[src/bapc_cfg.svh]
`ifndef BAPC_CFG_SVH
`define BAPC_CFG_SVH
// ---------------------------------------------------------------
// constants
// ---------------------------------------------------------------
`define BAPC_PAIRS        4
`define BAPC_ADC_BITS     12
`define BAPC_DRP_AW       7
`define BAPC_DRP_DW       16
`define BAPC_DRP_TO       8'hFF
`define BAPC_ROM_ADDR_W   8
`define BAPC_DDC_ADDR     7'h50
`define BAPC_PWR_WAIT_NS  1000000
`define BAPC_CLK_NS       25
`define BAPC_PWR_WAIT_CYC ((`BAPC_PWR_WAIT_NS + `BAPC_CLK_NS - 1) / `BAPC_CLK_NS)
`define BAPC_CNT_W        16
`define BAPC_SEL_W        2
`endif

[src/bapc_pkg.sv]
`include "bapc_cfg.svh"
package bapc_pkg;
  typedef enum logic [1:0] {
    BAPC_SD_MCU  = 2'b00,
    BAPC_SD_WAIT = 2'b01,
    BAPC_SD_ON   = 2'b10
  } bapc_sd_t;
  typedef enum logic [1:0] {
    BAPC_DRP_IDLE = 2'b00,
    BAPC_DRP_BUSY = 2'b01,
    BAPC_DRP_DONE = 2'b10
  } bapc_drp_t;
endpackage

[src/bapc_top.sv]
`timescale 1ns/1ps
`include "bapc_cfg.svh"
module bapc_top (
  // clock and reset
  input  wire logic                          clk_sys,
  input  wire logic                          rstn,
  // hdmi sink port control
  input  wire logic                          sink_enable,
  input  wire logic                          ddc_slave_ready,
  output logic                               sink_buffer_tx_enable,
  output logic                               hot_plug_line,
  output logic                               hot_plug_up,
  // ddc slave pins, open drain data
  input  wire logic                          ddc_scl_in,
  input  wire logic                          ddc_sda_in,
  output logic                               ddc_sda_out,
  output logic                               ddc_sda_oe,
  output logic                               ddc_seen,
  // cec pin, open drain
  input  wire logic                          cec_pull_low,
  input  wire logic                          cec_in,
  output logic                               cec_out,
  output logic                               cec_oe,
  output logic                               cec_level,
  // microsd slot
  input  wire logic                          card_takeover,
  input  wire logic                          card_spi_mode,
  output logic                               card_slot_power_n,
  output logic                               card_ready,
  output logic                               card_mode_spi,
  // dual analog header
  input  wire logic [`BAPC_PAIRS-1:0]        pair_analog,
  input  wire logic [`BAPC_PAIRS-1:0]        pair_dig_out,
  input  wire logic [`BAPC_PAIRS-1:0]        pair_dig_drive,
  input  wire logic [`BAPC_PAIRS-1:0]        pair_dig_in,
  output logic [`BAPC_PAIRS-1:0]             pair_out,
  output logic [`BAPC_PAIRS-1:0]             pair_oe,
  output logic [`BAPC_PAIRS-1:0]             pair_in_sync,
  input  wire logic [`BAPC_SEL_W-1:0]        chan0_pair,
  input  wire logic [`BAPC_SEL_W-1:0]        chan1_pair,
  output logic [`BAPC_PAIRS-1:0]             chan0_route,
  output logic [`BAPC_PAIRS-1:0]             chan1_route,
  // reconfig port user side
  input  wire logic                          rd_req,
  input  wire logic                          wr_req,
  input  wire logic [`BAPC_DRP_AW-1:0]       req_addr,
  input  wire logic [`BAPC_DRP_DW-1:0]       req_wdata,
  output logic                               req_busy,
  output logic                               req_done,
  output logic                               req_timeout,
  output logic [`BAPC_DRP_DW-1:0]            req_rdata,
  output logic [`BAPC_ADC_BITS-1:0]          sample_data,
  // reconfig port converter side
  output logic                               reconfig_port_en,
  output logic                               reconfig_port_we,
  output logic [`BAPC_DRP_AW-1:0]            reconfig_port_addr,
  output logic [`BAPC_DRP_DW-1:0]            reconfig_port_di,
  input  wire logic [`BAPC_DRP_DW-1:0]       reconfig_port_do,
  input  wire logic                          reconfig_port_rdy
);
  import bapc_pkg::*;

  // one-hot route of a channel selection, zero when the selected pair is not analog
  function automatic logic [`BAPC_PAIRS-1:0] sel_route(input logic [`BAPC_SEL_W-1:0] s,
                                                      input logic [`BAPC_PAIRS-1:0] an);
    sel_route = an & (`BAPC_PAIRS'(1) << s);
  endfunction

  // ---------------------------------------------------------------
  // pin synchronisers
  // ---------------------------------------------------------------
  // three stages; a change counts once stages two and three agree
  logic [`BAPC_PAIRS+3:0] s1_r, s2_r, s3_r, pin_r;
  logic [`BAPC_PAIRS+3:0] s1_nxt, s2_nxt, s3_nxt, pin_nxt;
  always_comb begin
    s1_nxt  = {ddc_scl_in, ddc_sda_in, cec_in, 1'b0, pair_dig_in};
    s2_nxt  = s1_r;
    s3_nxt  = s2_r;
    pin_nxt = pin_r;
    for (int i = 0; i < `BAPC_PAIRS + 4; i++) begin
      if (s2_r[i] == s3_r[i]) pin_nxt[i] = s3_r[i];
    end
  end
  always_ff @(posedge clk_sys) begin
    if (!rstn) begin
      s1_r  <= '1;
      s2_r  <= '1;
      s3_r  <= '1;
      pin_r <= '1;
    end else begin
      s1_r  <= s1_nxt;
      s2_r  <= s2_nxt;
      s3_r  <= s3_nxt;
      pin_r <= pin_nxt;
    end
  end

  // ---------------------------------------------------------------
  // hdmi sink port: buffer enable, hot plug, ddc activity
  // ---------------------------------------------------------------
  // hot plug waits for the ddc slave, because a source reads
  // capabilities first and would get garbage otherwise
  logic sink_buffer_tx_enable_r, sink_buffer_tx_enable_nxt, hpa_r, hpa_nxt, ddc_r, ddc_nxt, scl_d_r, scl_d_nxt;
  always_comb begin
    sink_buffer_tx_enable_nxt  = sink_enable;
    hpa_nxt   = sink_enable & ddc_slave_ready;
    scl_d_nxt = pin_r[`BAPC_PAIRS+3];
    ddc_nxt   = ddc_r;
    // first scl clock from the source marks its capability query
    if (!hpa_r) ddc_nxt = 1'b0;
    else if (scl_d_r && !pin_r[`BAPC_PAIRS+3]) ddc_nxt = 1'b1;
  end
  always_ff @(posedge clk_sys) begin
    if (!rstn) begin
      sink_buffer_tx_enable_r  <= 1'b0;
      hpa_r   <= 1'b0;
      ddc_r   <= 1'b0;
      scl_d_r <= 1'b1;
    end else begin
      sink_buffer_tx_enable_r  <= sink_buffer_tx_enable_nxt;
      hpa_r   <= hpa_nxt;
      ddc_r   <= ddc_nxt;
      scl_d_r <= scl_d_nxt;
    end
  end
  assign sink_buffer_tx_enable = sink_buffer_tx_enable_r;
  assign hot_plug_line         = hpa_r;
  assign hot_plug_up           = hpa_r;
  assign ddc_seen              = ddc_r;
  // we never master ddc: scl is input only, sda only pulled low
  // by the slave logic outside, through ddc_slave_ready path
  assign ddc_sda_out           = 1'b0;
  assign ddc_sda_oe            = 1'b0;

  // ---------------------------------------------------------------
  // cec open drain
  // ---------------------------------------------------------------
  logic cec_r, cec_nxt;
  always_comb cec_nxt = cec_pull_low;
  always_ff @(posedge clk_sys) begin
    if (!rstn) cec_r <= 1'b0;
    else       cec_r <= cec_nxt;
  end
  assign cec_out   = 1'b0;                       // never drives high
  assign cec_oe    = cec_r;
  assign cec_level = pin_r[`BAPC_PAIRS+1];

  // ---------------------------------------------------------------
  // microsd slot handover and power
  // ---------------------------------------------------------------
  // slot power wait is an own margin before the card is usable
  localparam logic [`BAPC_CNT_W-1:0] PWR_CYC = `BAPC_CNT_W'(`BAPC_PWR_WAIT_CYC);
  bapc_sd_t              sd_r, sd_nxt;
  logic [`BAPC_CNT_W-1:0] sd_cnt_r, sd_cnt_nxt;
  logic                  spi_r, spi_nxt;
  always_comb begin
    sd_nxt     = sd_r;
    sd_cnt_nxt = sd_cnt_r;
    spi_nxt    = spi_r;
    case (sd_r)
      BAPC_SD_MCU: begin
        // mcu has released the slot unpowered once we run
        if (card_takeover) begin
          sd_nxt     = BAPC_SD_WAIT;
          sd_cnt_nxt = PWR_CYC;
        end
      end
      BAPC_SD_WAIT: begin
        if (!card_takeover) sd_nxt = BAPC_SD_MCU;
        else if (sd_cnt_r <= `BAPC_CNT_W'(1)) sd_nxt = BAPC_SD_ON;
        else sd_cnt_nxt = sd_cnt_r - `BAPC_CNT_W'(1);
      end
      BAPC_SD_ON: begin
        if (!card_takeover) sd_nxt = BAPC_SD_MCU;
      end
      default: sd_nxt = BAPC_SD_MCU;
    endcase
    // mode latches only while the card is not in use
    if (sd_r != BAPC_SD_ON) spi_nxt = card_spi_mode;
  end
  always_ff @(posedge clk_sys) begin
    if (!rstn) begin
      sd_r     <= BAPC_SD_MCU;
      sd_cnt_r <= '0;
      spi_r    <= 1'b0;
    end else begin
      sd_r     <= sd_nxt;
      sd_cnt_r <= sd_cnt_nxt;
      spi_r    <= spi_nxt;
    end
  end
  assign card_slot_power_n = (sd_r == BAPC_SD_MCU);   // low powers slot
  assign card_ready        = (sd_r == BAPC_SD_ON);
  assign card_mode_spi     = spi_r;

  // ---------------------------------------------------------------
  // dual analog header pairs and channel routing
  // ---------------------------------------------------------------
  // analog pairs are never driven, or the filter input would fight
  logic [`BAPC_PAIRS-1:0] po_r, po_nxt, poe_r, poe_nxt, r0_r, r0_nxt, r1_r, r1_nxt;
  always_comb begin
    po_nxt  = pair_dig_out & ~pair_analog;
    poe_nxt = pair_dig_drive & ~pair_analog;
    r0_nxt  = sel_route(chan0_pair, pair_analog);
    r1_nxt  = sel_route(chan1_pair, pair_analog);
  end
  always_ff @(posedge clk_sys) begin
    if (!rstn) begin
      po_r  <= '0;
      poe_r <= '0;
      r0_r  <= '0;
      r1_r  <= '0;
    end else begin
      po_r  <= po_nxt;
      poe_r <= poe_nxt;
      r0_r  <= r0_nxt;
      r1_r  <= r1_nxt;
    end
  end
  assign pair_out     = po_r;
  assign pair_oe      = poe_r;
  assign pair_in_sync = pin_r[`BAPC_PAIRS-1:0] & ~pair_analog;
  assign chan0_route  = r0_r;
  assign chan1_route  = r1_r;

  // ---------------------------------------------------------------
  // reconfig port master
  // ---------------------------------------------------------------
  // one access at a time; a timeout stops a dead port hanging us
  bapc_drp_t               dr_r, dr_nxt;
  logic                    en_r, en_nxt, we_r, we_nxt, to_r, to_nxt;
  logic [`BAPC_DRP_AW-1:0] ad_r, ad_nxt;
  logic [`BAPC_DRP_DW-1:0] di_r, di_nxt, rd_r, rd_nxt;
  logic [7:0]              tc_r, tc_nxt;
  always_comb begin
    dr_nxt = dr_r;
    en_nxt = 1'b0;
    we_nxt = 1'b0;
    ad_nxt = ad_r;
    di_nxt = di_r;
    rd_nxt = rd_r;
    to_nxt = to_r;
    tc_nxt = tc_r;
    case (dr_r)
      BAPC_DRP_IDLE: begin
        if (rd_req || wr_req) begin
          dr_nxt = BAPC_DRP_BUSY;
          en_nxt = 1'b1;
          we_nxt = wr_req;
          ad_nxt = req_addr;
          di_nxt = req_wdata;
          tc_nxt = `BAPC_DRP_TO;
          to_nxt = 1'b0;
        end
      end
      BAPC_DRP_BUSY: begin
        if (reconfig_port_rdy) begin
          rd_nxt = reconfig_port_do;
          dr_nxt = BAPC_DRP_DONE;
        end else if (tc_r == 8'h00) begin
          to_nxt = 1'b1;
          dr_nxt = BAPC_DRP_DONE;
        end else tc_nxt = tc_r - 8'h01;
      end
      BAPC_DRP_DONE: dr_nxt = BAPC_DRP_IDLE;
      default:       dr_nxt = BAPC_DRP_IDLE;
    endcase
  end
  always_ff @(posedge clk_sys) begin
    if (!rstn) begin
      dr_r <= BAPC_DRP_IDLE;
      en_r <= 1'b0;
      we_r <= 1'b0;
      ad_r <= '0;
      di_r <= '0;
      rd_r <= '0;
      to_r <= 1'b0;
      tc_r <= 8'h00;
    end else begin
      dr_r <= dr_nxt;
      en_r <= en_nxt;
      we_r <= we_nxt;
      ad_r <= ad_nxt;
      di_r <= di_nxt;
      rd_r <= rd_nxt;
      to_r <= to_nxt;
      tc_r <= tc_nxt;
    end
  end
  assign reconfig_port_en   = en_r;
  assign reconfig_port_we   = we_r;
  assign reconfig_port_addr = ad_r;
  assign reconfig_port_di   = di_r;
  assign req_busy           = (dr_r != BAPC_DRP_IDLE);
  assign req_done           = (dr_r == BAPC_DRP_DONE);
  assign req_timeout        = to_r;
  assign req_rdata          = rd_r;
  // results are left justified: 12 bits in the top of the word
  assign sample_data        = rd_r[`BAPC_DRP_DW-1 -: `BAPC_ADC_BITS];
endmodule // bapc_top

[config.mk]
export PLATFORM = sky130hd
export DESIGN_NAME = bapc_top
export DESIGN_NICKNAME = d
export VERILOG_FILES = /design/src/bapc_pkg.sv /design/src/bapc_top.sv
export VERILOG_INCLUDE_DIRS = /design/src
export SDC_FILE = /design/constraint.sdc
export NUM_CORES = 1
export LEC_CHECK = 0
export ABC_CLOCK_PERIOD_IN_PS = 3500
export BUFFER_PORTS_ARGS = -buffer_cell sky130_fd_sc_hd__clkbuf_2
export CAP_MARGIN = 30
export CORE_MARGIN = 1.5
export CORE_UTILIZATION = 53
export DETAILED_ROUTE_END_ITERATION = 8
export GPL_ROUTABILITY_DRIVEN = 1
export PLACE_DENSITY = 0.85
export SYNTH_ARGS = -nofsm -noshare
export SYNTH_HDL_FRONTEND = slang
export SYNTH_SLANG_ARGS = --single-unit
[constraint.sdc]
create_clock -name clk_sys -period 3.5 [get_ports clk_sys]
set_input_delay 0.525 -clock clk_sys [delete_from_list [all_inputs] [get_ports clk_sys]]
set_output_delay 0.525 -clock clk_sys [all_outputs]
set_load 0.01 [all_outputs]
### After elaboration in Yosys (flattened, before gate mapping)

Cells that the tools add are included.

* output and inout bits: 88
* logic and storage cells: 105
* bits in registers: 122
* input port bits: 72

* mux-type cells: 23
* shift-type cells: 2
* order comparisons: 1
* reductions and logical operators: 19
* equal/unequal tests: 21
* bitwise operators: 7
* add/sub/neg operators: 2

Operators by type and width (number)
* two-way mux 16 bit: 3
* case mux 16 bit (2 select lines): 1
* two-way mux 8 bit: 3
* bitwise AND 4 bit: 5
* inequality test 2 bit, second input constant: 9
* less-or-equal comparator 16 x 1 -> 1 bit, second input constant: 1
* case mux 8 bit (2 select lines): 1
* subtractor 16 x 1 -> 16 bit, second input constant: 1
* two-way mux 2 bit: 7
* AND reduction 4 bit: 3
* AND reduction 2 bit: 5
* zero test 8 bit: 1
* << shifter 1 x 2 -> 4 bit, first input constant: 2
* subtractor 8 x 1 -> 8 bit, second input constant: 1
* equality test 1 bit: 6
* inequality test 3 bit, second input constant: 2
* case mux 2 bit (3 select lines): 1
* AND reduction 3 bit: 2
* nonzero test 2 bit: 3
* two-way mux 5 bit: 1
* equality test 2 x 1 -> 1 bit, second input constant: 2
* equality test 2 bit, second input constant: 2
* zero test 2 bit: 2
* two-way mux 1 bit: 4
* other kinds (7): 7

### Depth between registers and ports, before layout

Gate-level depths: netlist of the first run.

* depth after elaboration: 4
* depth in mapped cells: 7
* mapped depth without buffers: 6

### Least setup slack after synthesis of the first run

OpenSTA, ideal clock, no wires.

* kind: flip-flop to flip-flop
* start: reg sd_cnt_r[10]
* end: reg sd_cnt_r[6]
* buffers on the path: 0
* stages on the path, launching flop included: 5
* library setup time: 0.119 ns
* required time: 3.381 ns
* clock period less this slack: 1.802 ns
* data arrival time: 1.684 ns
* slack: 1.698 ns
* cell sequence: dfxtp_1 > or4_4 > nor4b_4 > a21oi_2 > o221a_1

* cells in the longest elaborated chain, start to end: 3

RTL lines
* start: declaration: RTL line bapc_top.sv:154 `` logic [`BAPC_CNT_W-1:0] sd_cnt_r, sd_cnt_nxt; ``
* start signal: assignment: RTL line bapc_top.sv:188 `sd_cnt_r <= sd_cnt_nxt;`
* less-or-equal comparator 16 x 1 -> 1 bit: RTL line bapc_top.sv:170 `` else if (sd_cnt_r <= `BAPC_CNT_W'(1)) sd_nxt = BAPC_SD_ON; ``
* inequality test 2 bit (no source line)
* AND reduction 4 bit (no source line)

No other way between the ends.
A chain may end at the register's enable or synchronous reset.

### Worst setup path in the final report of the first run

* start: reg sd_cnt_r[10]
* end: reg sd_cnt_r[8]

Same word-level chain as after synthesis.

==> results_dict.tcl, run 1 <==
set metrics [dict create \
    die-area_um2 8960 \
    io_buffer_count 155 \
    endpoint_kind "flip-flop" \
    worst_pin_slew_ps 937 \
    grtUsageTotal 0.228 \
    critPathMaxFanout 19 \
    synth_top_area_cell "dfxtp_1" \
    synth_cell_type_count 52 \
    routabilityCongestion 0.836 \
    use_met1 0.250 \
    hold_viol 0 \
    wl_per_cell_um 13.1 \
    max_freq_ghz 0.424 \
    rsz0062_at_grt "false" \
    synth.area.top_cells "dfxtp_1 (52%), nand2_1 (8.6%), a21oi_1 (6.3%)" \
    synth_edf_count 0 \
    yosysSeqAreaShare 0.522 \
    htreeDepth 4 \
    status "finished clean" \
    cts_buffer_depth 2 \
    dr.pass1.iters 4 \
    final.setup_skew_ps 9.97 \
    antenna_found_initial 0 \
    start_kind "flip-flop" \
    dpl.hpwl_um 6980 \
    slew_headroom 0.373 \
    rows 33 \
    power_mw 3.59 \
    cts_sinks 116 \
    initial_core_util 0.544 \
    core_area_um2 8180 \
    cts_setup_buffers 0 \
    hold_path.class "in -> reg" \
    fp.dieW_um 94.6 \
    antenna_cells 0 \
    setup_viol 0 \
    gr-max-usage-layer "met2" \
    crit_required_ps 3860 \
    drt.antenna.violating_nets 0 \
    cts_root_buf "clkbuf_8" \
    final_common_cell "clkbuf_2" \
    syn-instance-count 499 \
    cts-resized-gates 0 \
    drc 0 \
    maxCapViolations 0 \
    use_met2 0.406 \
    final_cell_mix "clkbuf_2 (155), dfxtp_1 (116), nand2_1 (102), a21oi_1 (56), nand2b_1 (26)" \
    clk_latency_ps 500 \
    grt_max_degree 65 \
    postCtsHoldBufs 0 \
    critPathKind "reg -> reg" \
    avgViaCountPerCell 5.29 \
    powerDensity_nw_per_um2 621 \
    cts_tree "done" \
    min_period_over_period 0.673 \
    nets 716 \
    finalCriticalPeriod_ps 2360 \
    numCtsBuffers 17 \
    place_inst 726 \
    gr-usage-met3 0.0668 \
    grt_pass1_wl_um 16200 \
    vias 4013 \
    tns_ps 0 \
    area_delta_synth_final_pct 29.7 \
    ys.warnings.count 0 \
    critPathArrivalTime_ps 2710 \
    layout.cells.non_filler 758 \
    leakagePower_nw 2.55 \
    syn_area_per_cell_um2 8.92 \
    wl_um 9950 \
    ios 160 \
    yosysTopAreaCellShare 0.522 \
    ys.flop_type "dfxtp_1" \
    async_flop_share 0 \
    die_y_um 94.6 \
    finish.utilization 0.706 \
    first_iter_violations 142 \
    synth.cell_area_um2 4450 \
    drive_gt1_frac 0.308 \
    ir_worst_vdd_uv 386 \
    ys_seq_elements 116 \
    drv_slew 0 \
    clkTransAtPathRegs_ps 60 \
    first_global_vias 3804 \
    overflow 0 \
]
==> flip-flops by register name, summed over array words and instances (netlist names), 4 cells and up <==
register            cells
req_rdata              16
pair_out                4
reconfig_port_di       16
s1_r                    6
reconfig_port_addr      7
pin_r                   6
s3_r                    6
sd_cnt_r               16
chan0_route             4
tc_r                    8
s2_r                    6
pair_oe                 4
chan1_route             4
==> worst paths after layout <==
check / end / from / cells past startpoint / slack, ps
max: sd_cnt_r[8]$_SDFFE_PN0P_ / sd_cnt_r[10]$_SDFFE_PN0P_ / 4 / 1140
min: s1_r[1]$_SDFF_PN1_ / pair_dig_in[1] / 2 / 200
max reg2reg: sd_cnt_r[8]$_SDFFE_PN0P_ / sd_cnt_r[10]$_SDFFE_PN0P_ / 4 / 1140
min reg2reg: s2_r[0]$_SDFF_PN1_ / s1_r[0]$_SDFF_PN1_ / 1 / 410
==> logic make-up after synthesis <==
| kind of cell | share of synthesized area |
|---|---|
| multiplexers | 0.0202 |
| buffers and inverters | 0.0588 |
| XOR/XNOR | 0.00590 |
| other | 0.000843 |
| flip-flops | 0.522 |
| AND/OR/NAND/NOR | 0.250 |
| AO/OA/AOI/OAI | 0.131 |
| adder cells (fa/ha/maj) | 0.0112 |
==> layer usage <==
layer,part of all wire,up-vias
met5,0,-
met4,0.014,0
met3,0.047,13
met2,0.53,112
met1,0.41,1908
li1,-,1980
==> worst max-delay path, stage by stage (launching register included) <==
cell	delay (ps)
dfxtp_1	340
or4_4	580
nor4b_4	800
a2111oi_0	330
mux2i_1	180
==> through the flow <==
stage / hold WS, ps / instance area, µm² / setup slack [ps]
final: 203 / 5770 / 1140
after global routing: 181 / 5770 / 1020
after CTS: 179 / 5770 / 1180
after detailed placement: 392 / 5190 / 1210
after global placement: 388 / 5180 / 1270
after floorplan: 386 / 4460 / 1700
==> where the power goes <==
group          switching, mW  internal, mW  leakage (nW)
combinational          0.262         0.186          1.31
clock                  0.640          1.03         0.282
sequential            0.0618          1.41         0.953
==> cell type report <==
type | instances | area, µm²
clock buffers | 17 | 414
clock inverters | 15 | 170
fillers | 671 | 2400
inverters | 10 | 37.5
multi-input cells | 334 | 1870
flip-flops and latches | 116 | 2320
well taps | 105 | 131
repair buffers | 161 | 821
==> synth_stat cells (2+ instances only) <==
master     count
dfxtp_1      116
nand2_1      102
a21oi_1       56
nand2b_1      26
nor2_1        23
clkbuf_1      19
buf_4         16
nor3b_1       11
inv_1         10
nor3_1        10
mux2i_1        9
o21ai_0        9
a211oi_1       7
nor2b_1        6
nand3_1        5
ha_1           4
nor4_1         4
or4_1          4
a311oi_1       3
a31oi_1        3
and2_1         3
and4_1         3
and4b_1        3
buf_1          3
nand4_1        3
o21ai_1        3
o31ai_1        3
or3_1          3
or3b_2         3
a2111o_1       2
a2111oi_0      2
and3_1         2
buf_2          2
nand3b_1       2
xor2_1         2
Note: power is estimated with default switching activity, not from simulation.
==> run 2: changes to the inputs <==
Settings changed: ABC_CLOCK_PERIOD_IN_PS 3500 to 1920, CORE_UTILIZATION 53 to 44, PLACE_DENSITY 0.85 to 0.75.
Clock period 3.5 ns to 1.92 ns, I/O delays scaled along.
==> run 2 against run 1 <==
Worst setup slack worse by 1100 ps. Via count increased by 5.3%. Largest power group unchanged. Final cell count rose by 11%. Routed wire length up 16%. Register-to-register slack got worse by 1100 ps. Clock skew is 1.8 ps lower. Cell area rose by 12%. Critical path depth increased by 1. Combinational power increased by 130%.
==> results_dict.tcl, run 2 (synthesized netlist as in run 1, its figures left out) <==
set metrics [dict create \
    avgViaCountPerCell 5.01 \
    htreeDepth 4 \
    critPathMaxFanout 10 \
    cts_root_buf "clkbuf_8" \
    critPathKind "reg -> reg" \
    clkTransAtPathRegs_ps 60 \
    antenna_cells 0 \
    final_common_cell "clkbuf_2" \
    setup_viol 0 \
    place_area_um2 5350 \
    place_inst 769 \
    min_period_over_period 0.961 \
    die_y_um 104 \
    crit_path_max_incr_delay_ps 570 \
    grt_max_degree 65 \
    cp_num_cells 5 \
    holdPathEnd "req_rdata[7]$_SDFFE_PN0P_" \
    worst_pin_slew_ps 651 \
    overflow 0 \
    initial_core_util 0.455 \
    holdWs_ps 19.0 \
    seqCellArea_um2 2320 \
    area_delta_synth_final_pct 44.8 \
    rows 36 \
    min_path_cells 3 \
    status "finished clean" \
    cts_sinks 116 \
    slew_headroom 0.564 \
    layout.cells.non_filler 844 \
    io_buffer_count 155 \
    max_freq_ghz 0.542 \
    routabilityCongestion 0.856 \
    wl_per_cell_um 13.6 \
    drive_gt1_frac 0.312 \
    maxCapViolations 0 \
    ir_worst_vdd_uv 738 \
    hold_path.class "in -> reg" \
    r2r_start "sd_cnt_r[10]$_SDFFE_PN0P_" \
    critPathArrivalTime_ps 2240 \
    ios 160 \
    grtUsageTotal 0.216 \
    worst-path-buf-inv 1 \
    crit_family "simple AND/OR/NAND/NOR gates" \
    numCtsBuffers 17 \
    core_area_um2 9770 \
    grt_pass1_wl_um 19000 \
    cts_buffer_depth 2 \
    hold_viol 0 \
    antenna_found_initial 0 \
    drv_slew 0 \
    drt.antenna.violating_nets 0 \
    drc 0 \
    wl_um 11500 \
    r2r-end "sd_cnt_r[6]$_SDFFE_PN0P_" \
    final.setup_skew_ps 8.22 \
    rsz0062_at_grt "true" \
    first_global_vias 4231 \
    final_design_area_no_fill_um2 6440 \
    min_from "reconfig_port_do[7]" \
    start_kind "flip-flop" \
    die-area_um2 10700 \
    leakagePower_nw 2.84 \
    nets 774 \
    dpl.hpwl_um 7480 \
    critPathSlowestCell "or4_4" \
    fp.dieW_um 104 \
    power_mw 6.86 \
    crit_required_ps 2310 \
    endpoint_kind "flip-flop" \
    crit_chain "or4_4 > nor4b_4 > buf_6 > a21oi_4 > o221a_1" \
    finalCriticalPeriod_ps 1850 \
    final_cell_mix "clkbuf_2 (155), dfxtp_1 (116), nand2_1 (102), a21oi_1 (55), dlygate4sd3_1 (42)" \
    dr.pass1.iters 4 \
    rr_worst_depth 5 \
    fill_cells 782 \
    powerDensity_nw_per_um2 1060 \
    finish.utilization 0.659 \
    first_iter_violations 165 \
    cts_tree "done" \
    rrSetupSlack_ps 70 \
    vias 4226 \
    clk_latency_ps 510 \
    multi_input_area_um2 1930 \
]
run 2: cell count changes in the layout (fill, tap and decap cells not counted), moves of 2 or more:
cell,previous run,this run
nor4_2,1,3
a2111oi_0,2,0
clkbuf_1,0,2
clkbuf_8,1,6
inv_6,5,0
nor4_1,4,2
clkinv_4,4,1
clkinv_2,1,3
dlygate4sd3_1,0,42
buf_4,6,20
a21oi_4,0,2
run 2: how the worst max path moves through the flow:
stage | startpoint | endpoint | slack (ps)
2_1_floorplan | sd_cnt_r[10]$_SDFFE_PN0P_ | sd_cnt_r[6]$_SDFFE_PN0P_ | 120
3_3_place_gp | reconfig_port_rdy | tc_r[2]$_SDFFE_PN0P_ | -30
3_5_place_dp | reconfig_port_rdy | tc_r[2]$_SDFFE_PN0P_ | -100
4_1_cts | sd_cnt_r[0]$_SDFFE_PN0P_ | sd_cnt_r[14]$_SDFFE_PN0P_ | 10
5_1_grt | sd_cnt_r[0]$_SDFFE_PN0P_ | sd_cnt_r[12]$_SDFFE_PN0P_ | -40
6_report | sd_cnt_r[10]$_SDFFE_PN0P_ | sd_cnt_r[6]$_SDFFE_PN0P_ | 70
run 2: routing by layer:
metal	wire length, µm	global-route usage	part of all wire	up-vias
met5	0	0	0	-
met2	6170	0.396	0.54	104
li1	-	-	-	2089
met4	212	0.0833	0.018	0
met3	457	0.0617	0.040	20
met1	4670	0.234	0.41	2013
run 2: cell type report:
| type | count | share of cell area |
|---|---|---|
| sequential | 116 | 0.360 |
| multi-input combinational | 334 | 0.299 |
| timing repair buffer | 219 | 0.214 |
| clock buffer | 24 | 0.0761 |
| tap | 133 | 0.0258 |
| clock inverter | 8 | 0.0188 |
| inverter | 10 | 0.00582 |
run 2: power breakdown:
| part | switching, mW | total [mW] | internal, mW |
|---|---|---|---|
| Clock | 1.04 | 3.18 | 2.14 |
| Sequential | 0.106 | 2.67 | 2.56 |
| Combinational | 0.546 | 1.01 | 0.465 |
| Total | 1.69 | 6.86 | 5.17 |
run 2: worst register-to-register path: stages, from the launching register on:
cell and delay [ps]:
dfxtp_1 310, or4_4 570, nor4b_4 330, buf_6 200, a21oi_4 80, o221a_1 250
run 2: through the flow:
step                setup WS (ps)  TNS, ps
floorplan                     118        0
global placement            -26.5    -49.1
detailed placement           -101     -316
CTS                          9.87        0
global route                -36.7    -36.7
finish                       74.2        0
run 2: what timing repair did:
| item | in CTS | in global routing |
|---|---|---|
| gates resized for setup | 1 | 12 |
| endpoints found under the hold margin | 41 | 0 |
| setup endpoints to repair | 5 | 14 |
| setup buffers | 0 | 1 |
| pin swaps | 0 | 2 |
| hold buffers | 42 | 0 |
